$ cat config.mk
export PLATFORM = sky130hd
export DESIGN_NAME = smc_stop_ctrl
export DESIGN_NICKNAME = d
export VERILOG_FILES = /design/src/smc_pkg.sv /design/src/smc_stop_ctrl.sv
export SDC_FILE = /design/constraint.sdc
export NUM_CORES = 1
export LEC_CHECK = 0
export BUFFER_PORTS_ARGS = -buffer_cell sky130_fd_sc_hd__buf_2
export CAP_MARGIN = 10
export CORE_MARGIN = 2
export CORE_UTILIZATION = 29
export CTS_CLUSTER_DIAMETER = 30
export DETAILED_ROUTE_END_ITERATION = 8
export HOLD_SLACK_MARGIN = 0.1
export PLACE_DENSITY_LB_ADDON = 0.2
export RECOVER_POWER = 50
export SYNTH_ARGS = -nofsm -noshare
export SYNTH_HDL_FRONTEND = slang
export SYNTH_SLANG_ARGS = --single-unit
$ cat constraint.sdc
create_clock -name CLOCK -period 2.1 [get_ports CLOCK]
set_clock_uncertainty 0.15 [all_clocks]
set_input_delay 0.42 -clock CLOCK [delete_from_list [all_inputs] [get_ports CLOCK]]
set_output_delay 0.42 -clock CLOCK [all_outputs]
set_load 0.05 [all_outputs]
$ cat src/smc_pkg.sv
// Package of constants and types for the stop mode controller.
// Function
// - STOP with permit set enters a stop mode; bus and CPU clocks halt.
// - STOP with permit clear enters no stop mode; forces illegal-opcode reset.
// - Deep stop only when powerdown select set; otherwise light stop.
// - Light stop puts regulator in standby; deep stop in partial powerdown.
// - Deep stop powers off most logic; RAM, oscillator, display, optional TIME_OF_DAY_UNIT stay.
// - Deep stop latches all pin controls; display pins keep driving waveforms.
// - Deep stop ends on low wake pin or enabled time-of-day wake.
// - Deep stop wake restarts as power-on; most registers reset, some kept.
// - Deep stop wake enables low-voltage reset; hold reset while supply low.
// - Deep stop wake sets powerdown flag until software writes acknowledge one.
// - Acknowledge opens the pin latches; port registers must be restored first.
// - Peripheral pins need peripheral re-enabled before acknowledge.
// - Light stop keeps all register, logic, RAM and pin states.
// - Light stop ends on reset pin or any listed interrupt source.
// - Pin reset exit takes reset vector; interrupt exit takes interrupt vector.
// - Debug enable keeps debug clocks and full regulation; deep becomes light.
// - While stopped, status memory commands access nothing and report error.
// - With debug enabled, background command wakes into active background mode.
// - Low-voltage detect and stop-enable both set keep regulator; deep becomes light.
// - No deep stop from low-power run; select and low-power run exclusive.
package smc_pkg;

  // Register offsets on the plain register port
  localparam logic [3:0] SMC_OFF_CTRL   = 4'h0;
  localparam logic [3:0] SMC_OFF_STATUS = 4'h1;
  localparam logic [3:0] SMC_OFF_ACK    = 4'h2;

  // Control register field positions
  localparam int SMC_CTRL_STOP_PERMIT = 0;
  localparam int SMC_CTRL_LVD_EN      = 1;
  localparam int SMC_CTRL_LVD_STOP_EN = 2;
  localparam int SMC_CTRL_PPD_SEL     = 3;
  localparam int SMC_CTRL_LPR         = 4;
  localparam int SMC_CTRL_TOD_WAKE_EN = 5;

  // Status register field positions
  localparam int SMC_STAT_PPD_FLAG  = 0;
  localparam int SMC_STAT_MODE_LO   = 1;
  localparam int SMC_STAT_MODE_HI   = 2;
  localparam int SMC_STAT_REG_LO    = 3;
  localparam int SMC_STAT_REG_HI    = 4;

  // Acknowledge register field position
  localparam int SMC_ACK_PPD = 0;

  // Reset values
  localparam logic [7:0] SMC_CTRL_RST = 8'h00;

  // Regulator state encoding
  localparam logic [1:0] SMC_REG_FULL    = 2'h0;
  localparam logic [1:0] SMC_REG_STANDBY = 2'h1;
  localparam logic [1:0] SMC_REG_PPD     = 2'h2;

  typedef enum logic [1:0] {
    SMC_RUN,
    SMC_LIGHT,
    SMC_DEEP,
    SMC_WAKE
  } smc_state_e;

endpackage : smc_pkg

$ cat src/smc_stop_ctrl.sv
// Stop mode selection, entry and wake-up controller.
//
// Local design decisions: the placing of the registers and the strobed register port.
`timescale 1ns/1ps
`default_nettype none

module smc_stop_ctrl (
  input  wire logic       CLOCK,
  input  wire logic       RST,
  // Register port
  input  wire logic [3:0] ADDR,
  input  wire logic [7:0] WDATA,
  input  wire logic       WR,
  input  wire logic       RD,
  output var  logic [7:0] RDATA,
  // CPU and system inputs
  input  wire logic       STOP_EXEC,
  input  wire logic       DEBUG_MODE_ENABLE,
  input  wire logic       WAKE_RESET_PIN_N,
  input  wire logic       WAKE_PIN_DRIVEN_HIGH,
  input  wire logic       TOD_WAKE,
  input  wire logic       IRQ_WAKE,
  input  wire logic       BACKGROUND_CMD,
  input  wire logic       SUPPLY_LOW,
  input  wire logic       STATUS_CMD,
  // Control outputs
  output var  logic       CLK_HALT,
  output var  logic       DEBUG_CLK_RUN,
  output var  logic [1:0] REG_STATE,
  output var  logic       POWERDOWN,
  output var  logic       IO_LATCH,
  output var  logic       ILLEGAL_OP_RESET,
  output var  logic       POR_RESET,
  output var  logic       LVR_ENABLE,
  output var  logic       PIN_RESET_OUT,
  output var  logic       TAKE_IRQ_VECTOR,
  output var  logic       ENTER_BACKGROUND,
  output var  logic       STATUS_ERR
);

  // Overview of the controller
  // The CPU reports a STOP through a one-cycle pulse on STOP_EXEC.
  // The mode is chosen from the control bits standing at that edge,
  // so a control write in the same cycle as STOP is not yet seen.
  // Deep stop powers most logic down and needs a reset-like exit.
  // Light stop keeps every state and leaves on pin or interrupt.
  // Debug and low-voltage-in-stop both keep the regulator up, so a
  // deep request falls back to light stop in either case.
  // The pin latch stays closed after a deep wake until software
  // acknowledges; this gives software time to restore the ports.
  // The control register belongs to power management and so is
  // kept through a deep wake; only the core is reset then.
  // All outputs are registered, so each but the debug clocks follows the state by one
  // cycle; the flag and the latch follow their events by one cycle.
  // A STOP seen outside run is ignored: the CPU is not running then.
  // The wake state holds the core in reset while the supply is low;
  // run resumes only once the supply is back above the trip point.
  // Limitation: a pin reset from light stop only leaves the stop;
  // resetting the rest of the device is left to the reset logic.

  // Controller state and software-visible registers
  smc_pkg::smc_state_e state_q;
  smc_pkg::smc_state_e state_d;
  logic [7:0]          ctrl_q;
  logic                ppd_flag_q;
  // Decoded conditions
  logic                in_run;
  logic                in_light;
  logic                in_deep;
  logic                in_wake;
  logic                wake_pin;
  logic                stop_go;
  logic                stop_bad;
  logic                deep_ok;
  logic                deep_wake;
  logic                light_wake;
  logic                ack_wr;
  logic                ctrl_wr;

  // Helper functions
  // Mode decoding is shared by entry, regulator and read paths,
  // so it lives in one place to keep those paths consistent.

  // True when the detector keeps the regulator up in stop
  function automatic logic lvd_holds_reg(input logic [7:0] ctrl);
    lvd_holds_reg = ctrl[smc_pkg::SMC_CTRL_LVD_EN]
                    & ctrl[smc_pkg::SMC_CTRL_LVD_STOP_EN];
  endfunction

  // True when a deep request may really enter deep stop
  function automatic logic deep_allowed(input logic [7:0] ctrl,
                                        input logic       dbg);
    deep_allowed = ctrl[smc_pkg::SMC_CTRL_PPD_SEL]
                   & ~dbg
                   & ~lvd_holds_reg(ctrl)
                   & ~ctrl[smc_pkg::SMC_CTRL_LPR];
  endfunction

  // Regulator state for a light stop
  function automatic logic [1:0] light_reg(input logic [7:0] ctrl,
                                           input logic       dbg);
    if (dbg || lvd_holds_reg(ctrl)) begin
      light_reg = smc_pkg::SMC_REG_FULL;
    end else begin
      light_reg = smc_pkg::SMC_REG_STANDBY;
    end
  endfunction

  // Control write; select and low-power run never both set
  function automatic logic [7:0] ctrl_next(input logic [7:0] old_val,
                                           input logic [7:0] new_val);
    logic both;
    ctrl_next = new_val;
    both      = new_val[smc_pkg::SMC_CTRL_PPD_SEL]
                & new_val[smc_pkg::SMC_CTRL_LPR];
    if (both) begin
      // Keep whichever was already set
      ctrl_next[smc_pkg::SMC_CTRL_PPD_SEL] =
        old_val[smc_pkg::SMC_CTRL_PPD_SEL];
      ctrl_next[smc_pkg::SMC_CTRL_LPR] =
        ~old_val[smc_pkg::SMC_CTRL_PPD_SEL];
    end
  endfunction

  // Status word as software reads it
  function automatic logic [7:0] status_word(input logic [1:0] reg_st,
                                             input logic [1:0] st,
                                             input logic       flag);
    status_word = 8'h00;
    status_word[smc_pkg::SMC_STAT_PPD_FLAG] = flag;
    status_word[smc_pkg::SMC_STAT_MODE_HI:smc_pkg::SMC_STAT_MODE_LO] = st;
    status_word[smc_pkg::SMC_STAT_REG_HI:smc_pkg::SMC_STAT_REG_LO] = reg_st;
  endfunction

  // One flag per state keeps the output logic short
  assign in_run   = state_q == smc_pkg::SMC_RUN;
  assign in_light = state_q == smc_pkg::SMC_LIGHT;
  assign in_deep  = state_q == smc_pkg::SMC_DEEP;
  assign in_wake  = state_q == smc_pkg::SMC_WAKE;

  // STOP accepted only in run; bits sampled at that edge
  assign stop_go  = in_run && STOP_EXEC
                    && ctrl_q[smc_pkg::SMC_CTRL_STOP_PERMIT];
  assign stop_bad = in_run && STOP_EXEC
                    && !ctrl_q[smc_pkg::SMC_CTRL_STOP_PERMIT];
  assign deep_ok  = deep_allowed(ctrl_q, DEBUG_MODE_ENABLE);

  // A pin driven high as output is no wake source
  assign wake_pin   = ~WAKE_RESET_PIN_N & ~WAKE_PIN_DRIVEN_HIGH;

  // Deep stop only hears the pin and an enabled time-of-day wake
  assign deep_wake  = wake_pin || (TOD_WAKE
                      && ctrl_q[smc_pkg::SMC_CTRL_TOD_WAKE_EN]);

  // Light stop hears the pin, every interrupt and background
  assign light_wake = wake_pin || IRQ_WAKE || TOD_WAKE
                      || (BACKGROUND_CMD && DEBUG_MODE_ENABLE);

  // Acknowledge and control writes from the register port
  assign ack_wr  = WR && ADDR == smc_pkg::SMC_OFF_ACK
                   && WDATA[smc_pkg::SMC_ACK_PPD];
  assign ctrl_wr = WR && ADDR == smc_pkg::SMC_OFF_CTRL;

  // Control register; kept through both stops
  always_ff @(posedge CLOCK or posedge RST) begin
    if (RST) begin
      ctrl_q <= smc_pkg::SMC_CTRL_RST;
    end else if (ctrl_wr) begin
      ctrl_q <= ctrl_next(ctrl_q, WDATA);
    end
  end

  // Next stop state from the current one and the wake sources
  always_comb begin
    state_d = state_q;
    case (state_q)
      smc_pkg::SMC_RUN: begin
        if (stop_go) begin
          state_d = deep_ok ? smc_pkg::SMC_DEEP
                            : smc_pkg::SMC_LIGHT;
        end
      end
      smc_pkg::SMC_LIGHT: begin
        if (light_wake) begin
          state_d = smc_pkg::SMC_RUN;
        end
      end
      smc_pkg::SMC_DEEP: begin
        if (deep_wake) begin
          state_d = smc_pkg::SMC_WAKE;
        end
      end
      smc_pkg::SMC_WAKE: begin
        if (!SUPPLY_LOW) begin
          state_d = smc_pkg::SMC_RUN;
        end
      end
      default: begin
        state_d = smc_pkg::SMC_RUN;
      end
    endcase
  end

  // State register
  always_ff @(posedge CLOCK or posedge RST) begin
    if (RST) begin
      state_q <= smc_pkg::SMC_RUN;
    end else begin
      state_q <= state_d;
    end
  end

  // Powerdown flag: set by a deep wake, cleared by acknowledge.
  // Set wins when both fall in one cycle, so no wake is lost.
  always_ff @(posedge CLOCK or posedge RST) begin
    if (RST) begin
      ppd_flag_q <= 1'b0;
    end else if (in_wake) begin
      ppd_flag_q <= 1'b1;
    end else if (ack_wr) begin
      ppd_flag_q <= 1'b0;
    end
  end

  // Pin latch: closes on deep entry, opens only on acknowledge in run.
  // An early acknowledge while still stopped must not free the pins.
  always_ff @(posedge CLOCK or posedge RST) begin
    if (RST) begin
      IO_LATCH <= 1'b0;
    end else if (stop_go && deep_ok) begin
      IO_LATCH <= 1'b1;
    end else if (ack_wr && in_run) begin
      IO_LATCH <= 1'b0;
    end
  end

  // Event outputs
  // Each of these is a one-cycle pulse, launched at the edge that
  // sees its cause; consumers must sample it in the next cycle.
  // A pin wake takes priority over interrupts in light stop.

  // Illegal-opcode reset when STOP runs without permission
  always_ff @(posedge CLOCK or posedge RST) begin
    if (RST) begin
      ILLEGAL_OP_RESET <= 1'b0;
    end else begin
      ILLEGAL_OP_RESET <= stop_bad;
    end
  end

  // Reset request when the pin ends light stop
  always_ff @(posedge CLOCK or posedge RST) begin
    if (RST) begin
      PIN_RESET_OUT <= 1'b0;
    end else begin
      PIN_RESET_OUT <= in_light && wake_pin;
    end
  end

  // Interrupt vector when an interrupt ends light stop
  always_ff @(posedge CLOCK or posedge RST) begin
    if (RST) begin
      TAKE_IRQ_VECTOR <= 1'b0;
    end else begin
      TAKE_IRQ_VECTOR <= in_light && !wake_pin
                         && (IRQ_WAKE || TOD_WAKE);
    end
  end

  // Background entry when the debug command ends light stop
  always_ff @(posedge CLOCK or posedge RST) begin
    if (RST) begin
      ENTER_BACKGROUND <= 1'b0;
    end else begin
      ENTER_BACKGROUND <= in_light && !wake_pin
                          && BACKGROUND_CMD && DEBUG_MODE_ENABLE;
    end
  end

  // Status commands report an error while stopped
  always_ff @(posedge CLOCK or posedge RST) begin
    if (RST) begin
      STATUS_ERR <= 1'b0;
    end else begin
      STATUS_ERR <= STATUS_CMD && !in_run;
    end
  end

  // Level outputs
  // These follow the state one cycle late and stand until it moves.
  // Debug clocks follow the enable even in run, so a stop entered
  // with debug on finds them already running.

  // Bus and CPU clocks halt in both stops
  always_ff @(posedge CLOCK or posedge RST) begin
    if (RST) begin
      CLK_HALT <= 1'b0;
    end else begin
      CLK_HALT <= in_light || in_deep;
    end
  end

  // Debug logic clocks kept while debug is enabled
  always_ff @(posedge CLOCK or posedge RST) begin
    if (RST) begin
      DEBUG_CLK_RUN <= 1'b0;
    end else begin
      DEBUG_CLK_RUN <= DEBUG_MODE_ENABLE;
    end
  end

  // Most circuitry powered off in deep stop
  always_ff @(posedge CLOCK or posedge RST) begin
    if (RST) begin
      POWERDOWN <= 1'b0;
    end else begin
      POWERDOWN <= in_deep;
    end
  end

  // Power-on style reset while leaving deep stop
  always_ff @(posedge CLOCK or posedge RST) begin
    if (RST) begin
      POR_RESET <= 1'b0;
    end else begin
      POR_RESET <= in_wake;
    end
  end

  // Low-voltage reset armed while leaving deep stop
  always_ff @(posedge CLOCK or posedge RST) begin
    if (RST) begin
      LVR_ENABLE <= 1'b0;
    end else begin
      LVR_ENABLE <= in_wake;
    end
  end

  // Regulator state follows the stop mode
  always_ff @(posedge CLOCK or posedge RST) begin
    if (RST) begin
      REG_STATE <= smc_pkg::SMC_REG_FULL;
    end else begin
      case (state_q)
        smc_pkg::SMC_DEEP: begin
          REG_STATE <= smc_pkg::SMC_REG_PPD;
        end
        smc_pkg::SMC_LIGHT: begin
          REG_STATE <= light_reg(ctrl_q, DEBUG_MODE_ENABLE);
        end
        default: begin
          REG_STATE <= smc_pkg::SMC_REG_FULL;
        end
      endcase
    end
  end

  // Read data one cycle after the read strobe, zero otherwise
  always_ff @(posedge CLOCK or posedge RST) begin
    if (RST) begin
      RDATA <= 8'h00;
    end else if (RD) begin
      case (ADDR)
        smc_pkg::SMC_OFF_CTRL: begin
          RDATA <= ctrl_q;
        end
        smc_pkg::SMC_OFF_STATUS: begin
          RDATA <= status_word(REG_STATE, state_q, ppd_flag_q);
        end
        default: begin
          RDATA <= 8'h00;
        end
      endcase
    end else begin
      RDATA <= 8'h00;
    end
  end

endmodule // smc_stop_ctrl

`default_nettype wire

# [Word level (Yosys, flattened, before mapping)]
# Index checks and enable logic that the tools add are counted.
[word_totals] reg_bits=31 latchBits=0 ram_bits=0 rom_bits=0 input_bits=25 n_memories=0
[op_classes] n_addsub=0 mul=0 div=0 magnitude_cmp=0 eq_ne=9 shift=0 muxes=15 bitwise=13 n_reduce_logical=32
[op_table] operator="logical AND 1 bit" n=16
[op_table] operator="case mux 8 bit (2 select lines)" n=1
[op_table] operator="two-way mux 2 bit" n=6
[op_table] operator="two-way mux 8 bit" n=1
[op_table] operator="case mux 2 bit (4 select lines)" n=1
[op_table] operator="logical OR 1 bit" n=7
[op_table] operator="inverter 1 bit" n=7
[op_table] operator="AND 1 bit" n=6
[op_table] operator="!= test 2 x 1 -> 1 bit, second input constant" n=3
[op_table] operator="two-way mux 1 bit" n=5
[op_table] operator="equality test 2 bit, second input constant" n=2
[op_table] operator="equality test 4 x 1 -> 1 bit, second input constant" n=1
[op_table] operator="equality test 4 x 2 -> 1 bit, second input constant" n=1
[op_table] operator="logical NOT 4 bit" n=1
[op_table] operator="case mux 2 bit (2 select lines)" n=1
[op_table] operator="AND reduction 4 bit" n=1
[op_table] operator="nonzero test 2 bit" n=2
[op_table] operator="logical NOT 1 bit" n=3
[op_table] operator="equality test 2 x 1 -> 1 bit, second input constant" n=1
[op_table] operator="logical NOT 2 bit" n=1
[op_table] operator="!= test 2 bit, second input constant" n=1
[op_table] operator="AND reduction 2 bit" n=1

# [Logic depth before layout (Yosys ltp)]
# Gate-level depths: netlist of the first run.
[depth] word_depth=7 mapped_depth=6 depth_no_buf=5

# [Worst setup path after synthesis of the first run]
# No wires, ideal clock.
[synth_timing] path_kind="input-to-reg" start="input ADDR[0]" end="register ctrl_q[0]" arrival_ns=1.436 path_slack_ns=0.389 stages=5 n_path_buf=2 cell_sequence="buf_6 nor4b_4 and2b_1 buf_6 mux2_2"
[synth_between] elab_chain_cells=2
[synth_lines] item="start, declared" line="smc_stop_ctrl.sv:11" source="input wire logic [3:0] ADDR,"
[synth_lines] item="logical NOT 4 bit" line="smc_stop_ctrl.sv:162" source="assign ctrl_wr = WR && ADDR == smc_pkg::SMC_OFF_CTRL;"
[synth_lines] item="logical AND 1 bit" line="smc_stop_ctrl.sv:162"
[synth_lines] item="end signal, assigned" line="smc_stop_ctrl.sv:167" source="ctrl_q <= smc_pkg::SMC_CTRL_RST;"
[synth_lines] item="end signal, assigned" line="smc_stop_ctrl.sv:169" source="ctrl_q <= ctrl_next(ctrl_q, WDATA);"
[synth_lines] item="end, declared" line="smc_stop_ctrl.sv:64" source="logic [7:0] ctrl_q;"
# No other way between the ends.
# A chain may end at the register's enable or synchronous reset.

# [Worst setup path after layout of the first run]
[layout_timing] start="register state_q[0]" end="register state_q[1]"
[layout_between] word_cells_on_any_way=12 classes_between="eq/ne (7); mux (1); reduce/logical (4)"
[layout_lines] item="start, declared" line="smc_stop_ctrl.sv:62" source="smc_pkg::smc_state_e state_q;"
[layout_lines] item="start signal, assigned" line="smc_stop_ctrl.sv:207" source="state_q <= smc_pkg::SMC_RUN;"
[layout_lines] item="start signal, assigned" line="smc_stop_ctrl.sv:209" source="state_q <= state_d;"
[layout_lines] item="equality test 2 bit *"
[layout_lines] item="via in_deep" line="smc_stop_ctrl.sv:69" source="logic in_deep;"
[layout_lines] item="!= test 2 x 1 -> 1 bit (no source line)"
[layout_lines] item="AND reduction 4 bit (no source line)"
# The timed path passes the listed nets; every way through them passes the cells marked *.

==> run summary, run 1 <==
Status: finished clean
Ys Warns: 0
Routed Antenna Nets: 0
Avg Cell Area, Syn: 12.4 um^2
N_diodes: 0
Final setup margin: 0.252 ns
Post-CTS Setup Inserts: 0
Crit share post-route: 88.0%
H-tree levels: 2
Number of synthesized flops with an enable pin: 0
Via count: 908
DP Worst Slack: 0.181 ns
Largest net degree at the start of global routing: 32
Worst IR Drop VDD: 0.000562 V
First-pass GRT wire length: 4.57 mm
Crit. End Element: register
Seq/Total Area, Yosys: 59.6%
Routed length per instance: 12.6 um
Hold Violations, Final: 0
Avg Vias per Cell: 4.32
GPL Wtd Cong: 0.720
Hold WS: 0.149 ns
DRT Pass-1 Iters: 4
Initial cell density of the core: 30.1%
Syn_nets: 136
Worst-margin pin slew: 0.788 ns
Port Buffers: 45
DIE HEIGHT: 71.0 um
Share of cells above drive strength 1: 38.6%
Startpoint Class: register
Clk slew on worst S/H paths: 0.06 ns
Sum Neg Setup Slack: 0 ns
Hold EP: DEBUG_CLK_RUN$_DFF_PP0_
Antenna violations before repair: 0
RSZ-0062 raised after global routing: false
Clock sinks: 31
Hold Crit Depth: 1
DRT iter0 DRCs: 23
Post-route minimum period: 1.85 ns
P_leak: 0.895 nW
Max FO, Critical Path: 5
Synth area leaders: dfrtp_1 60%, mux2_2 6.1%, ha_1 5.8%
Core area: 4320 um^2
Root Buffer: clkbuf_8
Final net count: 188
Vias in the first global route: 943
Num CTS Buffers: 5
Most common cell after layout, fill and taps aside: buf_2
Peak Freq: 541 MHz
Worst reg2reg endpoint: state_q[1]$_DFFE_PP0P_
TritonCTS clock tree: yes
Cells after Synth: 105
Area Growth Syn to Fin: 28.9%
I/O pins: 46
Post-synth top area share: 59.6%
PwrDens: 1190 nW/um^2
Path depth of the worst reg2reg path: 5
Most frequent cells in the layout: 43 x buf_2, 31 x dfrtp_1, 11 x nor2_1
Tot GR Track Use: 12.0%
Clock Path Buffers: 2
Grt ovf: 0
DRC viols: 0
Slew Limit Headroom: 47.5%
Cell Rows: 24
Hold_sp: DEBUG_MODE_ENABLE
Mapped Area: 1300 um^2
R2R Path Start: state_q[0]$_DFFE_PP0P_
Hold Path Class: input port to register
Async S/R FF share, synth: 100%
R2R setup slack: 0.25 ns
Most used flip-flop cell after synthesis: dfrtp_1
Slew Limit Fails: 0
Total of max-cap violations: 0
Critical path arrival: 1.87 ns
DRT Wirelength: 2.65 mm
Latest clock arrival within the worst-skew pair: 0.28 ns
Distinct cell type count after synthesis: 24
WS Path Type: register to register
Die area: 5040 um^2
Worst endpoint required time: 2.12 ns
Die X: 71.0 um
Setup violations, final: 0
Post-synthesis register bit count: 31
Dpl hpwl: 2.05 mm
Synth area leader: dfrtp_1
[Yosys cell counts, types with 2 or more instances]
cell      n
dfrtp_1  31
nor2_1   11
inv_1     7
mux2_2    7
nand2_1   7
ha_1      6
mux2i_1   6
o21ai_0   6
and2_1    4
nand3_1   3
and2b_1   2
buf_6     2
nand4_1   2
[routing by layer]
layer	vias up	track usage [%]	wire [um]
li1	452	-	-
met1	432	14.8	1130
met2	19	19.0	1330
met3	5	4.84	151
met4	0	4.40	39
met5	-	0	0
[area by class of cell]
type / count / area, um^2
Sequential cell: 31 / 776
Multi-Input combinational cell: 64 / 469
Tap cell: 52 / 65.1
Inverter: 7 / 26.3
Clock buffer: 8 / 100
Timing Repair Buffer: 48 / 241
Fill cell: 453 / 2650
[logic make-up after synthesis]
group | share of synthesized area [%]
AND/OR/NAND/NOR | 14.0
flip-flops | 59.6
multiplexers | 10.7
AO/OA/AOI/OAI | 5.58
buffers and inverters | 4.33
adder cells (fa/ha/maj) | 5.77
[state kept, by name, indices dropped and copies added (netlist names), 2 cells and up]
name       flops
RDATA          8
REG_STATE      2
ctrl_q         8
state_q        2
[power breakdown]
| part | internal [mW] | total [mW] | switching [mW] |
|---|---|---|---|
| clock network | 0.299 | 0.507 | 0.209 |
| logic | 0.211 | 0.677 | 0.466 |
| registers | 0.727 | 0.811 | 0.0848 |
[through the flow]
stage                     utilization (%)  cell area [um^2]  std cells  power (mW)
after floorplan                         -              1300        105        1.32
after global placement               36.5              1580        201        1.49
after detailed placement             36.5              1580        201        1.51
after CTS                            39.0              1690        210        2.03
after global routing                 38.8              1680        210        2.13
final                                38.8              1680        210        2.00
[worst max-delay path by stage]
| stage | startpoint | to | slack [ns] |
|---|---|---|---|
| floorplan | ADDR[0] | ctrl_q[0]$_DFFE_PP0P_ | 0.39 |
| global placement | ADDR[0] | ctrl_q[2]$_DFFE_PP0P_ | 0.21 |
| detailed placement | ADDR[0] | ctrl_q[7]$_DFFE_PP0P_ | 0.18 |
| CTS | state_q[0]$_DFFE_PP0P_ | state_q[1]$_DFFE_PP0P_ | 0.23 |
| global route | state_q[0]$_DFFE_PP0P_ | state_q[1]$_DFFE_PP0P_ | 0.13 |
| finish | state_q[0]$_DFFE_PP0P_ | state_q[1]$_DFFE_PP0P_ | 0.25 |
[worst max-delay path: stages (launching register included)]
cell     delay (ns)
dfrtp_1        0.43
inv_1          0.17
ha_1           0.24
a32oi_1        0.07
o21ai_0        0.30
mux2_2         0.37
[timing repair]
action,4_1_cts,5_1_grt
hold buffers,1,0
hold endpoints to repair,31,0
endpoints found under the setup margin,0,0
gates resized for setup,0,0
Note: power is estimated with default switching activity, not from simulation.
==> inputs of run 2 (changes only) <==
==> constraint.sdc (replaced) <==
create_clock -name CLOCK -period 1.7 [get_ports CLOCK]
set_clock_uncertainty 0.15 [all_clocks]
set_input_delay 0.34 -clock CLOCK [delete_from_list [all_inputs] [get_ports CLOCK]]
set_output_delay 0.34 -clock CLOCK [all_outputs]
set_load 0.05 [all_outputs]
==> run 2 against run 1 <==
Critical path type unchanged; clock-buffer cell count shrank 2; setup slack lost 0.19 ns; clock power grew 51%; sequential power grew 23%; sequential share of layout area shrank 3.4 points.
==> run summary, run 2 (synthesis gave the netlist of run 1 again) <==
Hold Crit Depth: 2
Total of max-cap violations: 0
Biggest regs: RDATA (8), ctrl_q (8)
Via count: 956
WS Path Type: register to register
Die X: 71.0 um
Startpoint Class: register
DRT Wirelength: 2.93 mm
Grt ovf: 0
TritonCTS clock tree: yes
DRT iter0 DRCs: 47
Clock sinks: 31
Crit share post-route: 96.5%
Setup violations, final: 0
DRT Pass-1 Iters: 4
Routed Antenna Nets: 0
DRC viols: 0
R2R Path Start: state_q[0]$_DFFE_PP0P_
Most common cell after layout, fill and taps aside: buf_2
Share of cells above drive strength 1: 45.3%
R2R setup slack: 0.06 ns
Num CTS Buffers: 5
Status: finished clean
Largest net degree at the start of global routing: 32
Routed length per instance: 13.2 um
Root Buffer: clkbuf_8
Path depth of the worst reg2reg path: 5
Fillcell total: 441
Core area: 4320 um^2
DIE HEIGHT: 71.0 um
DP Worst Slack: -0.0170 ns
N_diodes: 0
Clk slew on worst S/H paths: 0.07 ns
Max FO, Critical Path: 4
Vias in the first global route: 1011
Fin cells: 222
H-tree levels: 2
Avg Vias per Cell: 4.31
Area Growth Syn to Fin: 39.2%
I/O pins: 46
Dpl hpwl: 2.22 mm
Antenna violations before repair: 0
Finished Core Util: 41.9%
Die area: 5040 um^2
Hold Violations, Final: 0
GPL Wtd Cong: 0.746
Port Buffers: 45
Slew Limit Headroom: 74.0%
Worst reg2reg endpoint: state_q[1]$_DFFE_PP0P_
Hold_sp: STATUS_CMD
Worst IR Drop VDD: 0.000475 V
Post-route minimum period: 1.64 ns
Latest clock arrival within the worst-skew pair: 0.29 ns
First-pass GRT wire length: 4.69 mm
Final net count: 200
Hold Path Class: input port to register
Crit. End Element: register
Placed cells: 209
Cell Rows: 24
Final setup margin: 0.0595 ns
PwrDens: 1530 nW/um^2
Initial cell density of the core: 30.1%
Tot GR Track Use: 12.5%
Worst endpoint required time: 1.72 ns
P_leak: 0.975 nW
Hold EP: STATUS_ERR$_DFF_PP0_
Critical path arrival: 1.66 ns
Worst-margin pin slew: 0.390 ns
Slew Limit Fails: 0
Most frequent cells in the layout: 43 x buf_2, 31 x dfrtp_1, 12 x buf_4, 11 x nor2_1
Clock Path Buffers: 2
Peak Freq: 610 MHz
-- run 2: cell types whose count changed in the layout (fill, tap and decap cells not counted), moves of 2 or more --
cell,change
inv_2,+2
buf_4,+12
and2_1,+4
inv_1,-2
clkbuf_1,-2
and2_0,-4
-- run 2: area by class of cell --
class	count	area, um^2	share of cell area (%)
flip-flops and latches	31	776	42.8
clock buffers	6	82.6	4.56
multi-input cells	64	474	26.2
well taps	52	65.1	3.59
inverters	7	26.3	1.45
repair buffers	60	353	19.5
clock inverters	2	35.0	1.93
-- run 2: what timing repair did --
item                       CTS  global route
hold buffers                 2             0
pin swaps                    0             1
gates resized for setup      1             3
cloned                       0             0
setup endpoints to repair    1             2
buffers inserted             0             3
hold endpoints to repair    32             0
-- run 2: how the worst max path moves through the flow --
stage,from,endpoint,cells after the start
3_5_place_dp,state_q[0]$_DFFE_PP0P_,state_q[1]$_DFFE_PP0P_,5
6_report,state_q[0]$_DFFE_PP0P_,state_q[1]$_DFFE_PP0P_,5
5_1_grt,state_q[0]$_DFFE_PP0P_,state_q[1]$_DFFE_PP0P_,5
3_3_place_gp,ADDR[0],ctrl_q[0]$_DFFE_PP0P_,5
2_1_floorplan,state_q[0]$_DFFE_PP0P_,state_q[1]$_DFFE_PP0P_,5
4_1_cts,state_q[0]$_DFFE_PP0P_,state_q[1]$_DFFE_PP0P_,5
-- run 2: metal layers --
metal | vias to the layer above | track usage (%) | wire length [um]
li1 | 483 | - | -
met1 | 447 | 13.4 | 1200
met2 | 19 | 22.1 | 1540
met3 | 7 | 3.13 | 124
met4 | 0 | 7.55 | 69
met5 | - | 0 | 0
-- run 2: worst max-delay path, stage by stage, from the launching register on --
cell,delay [ns]
dfrtp_1,0.43
buf_4,0.16
ha_1,0.21
a32oi_1,0.19
o21ai_1,0.11
mux2_2,0.28
-- run 2: metrics by stage --
step	total power, mW	instance area (um^2)	TNS [ns]	hold slack, ns
6_report	2.77	1810	0	0.121
5_1_grt	2.93	1810	-0.00140	0.133
4_1_cts	2.73	1790	0	0.119
3_5_place_dp	1.95	1650	-0.0375	0.292
3_3_place_gp	1.94	1650	0	0.288
2_1_floorplan	1.63	1300	0	0.221
-- run 2: report_power, final --
| group | switching [mW] | leakage, nW | total [mW] | internal, mW |
|---|---|---|---|---|
| clock network | 0.292 | 0.0612 | 0.766 | 0.474 |
| registers | 0.102 | 0.403 | 0.999 | 0.897 |
| logic | 0.621 | 0.511 | 1.01 | 0.386 |
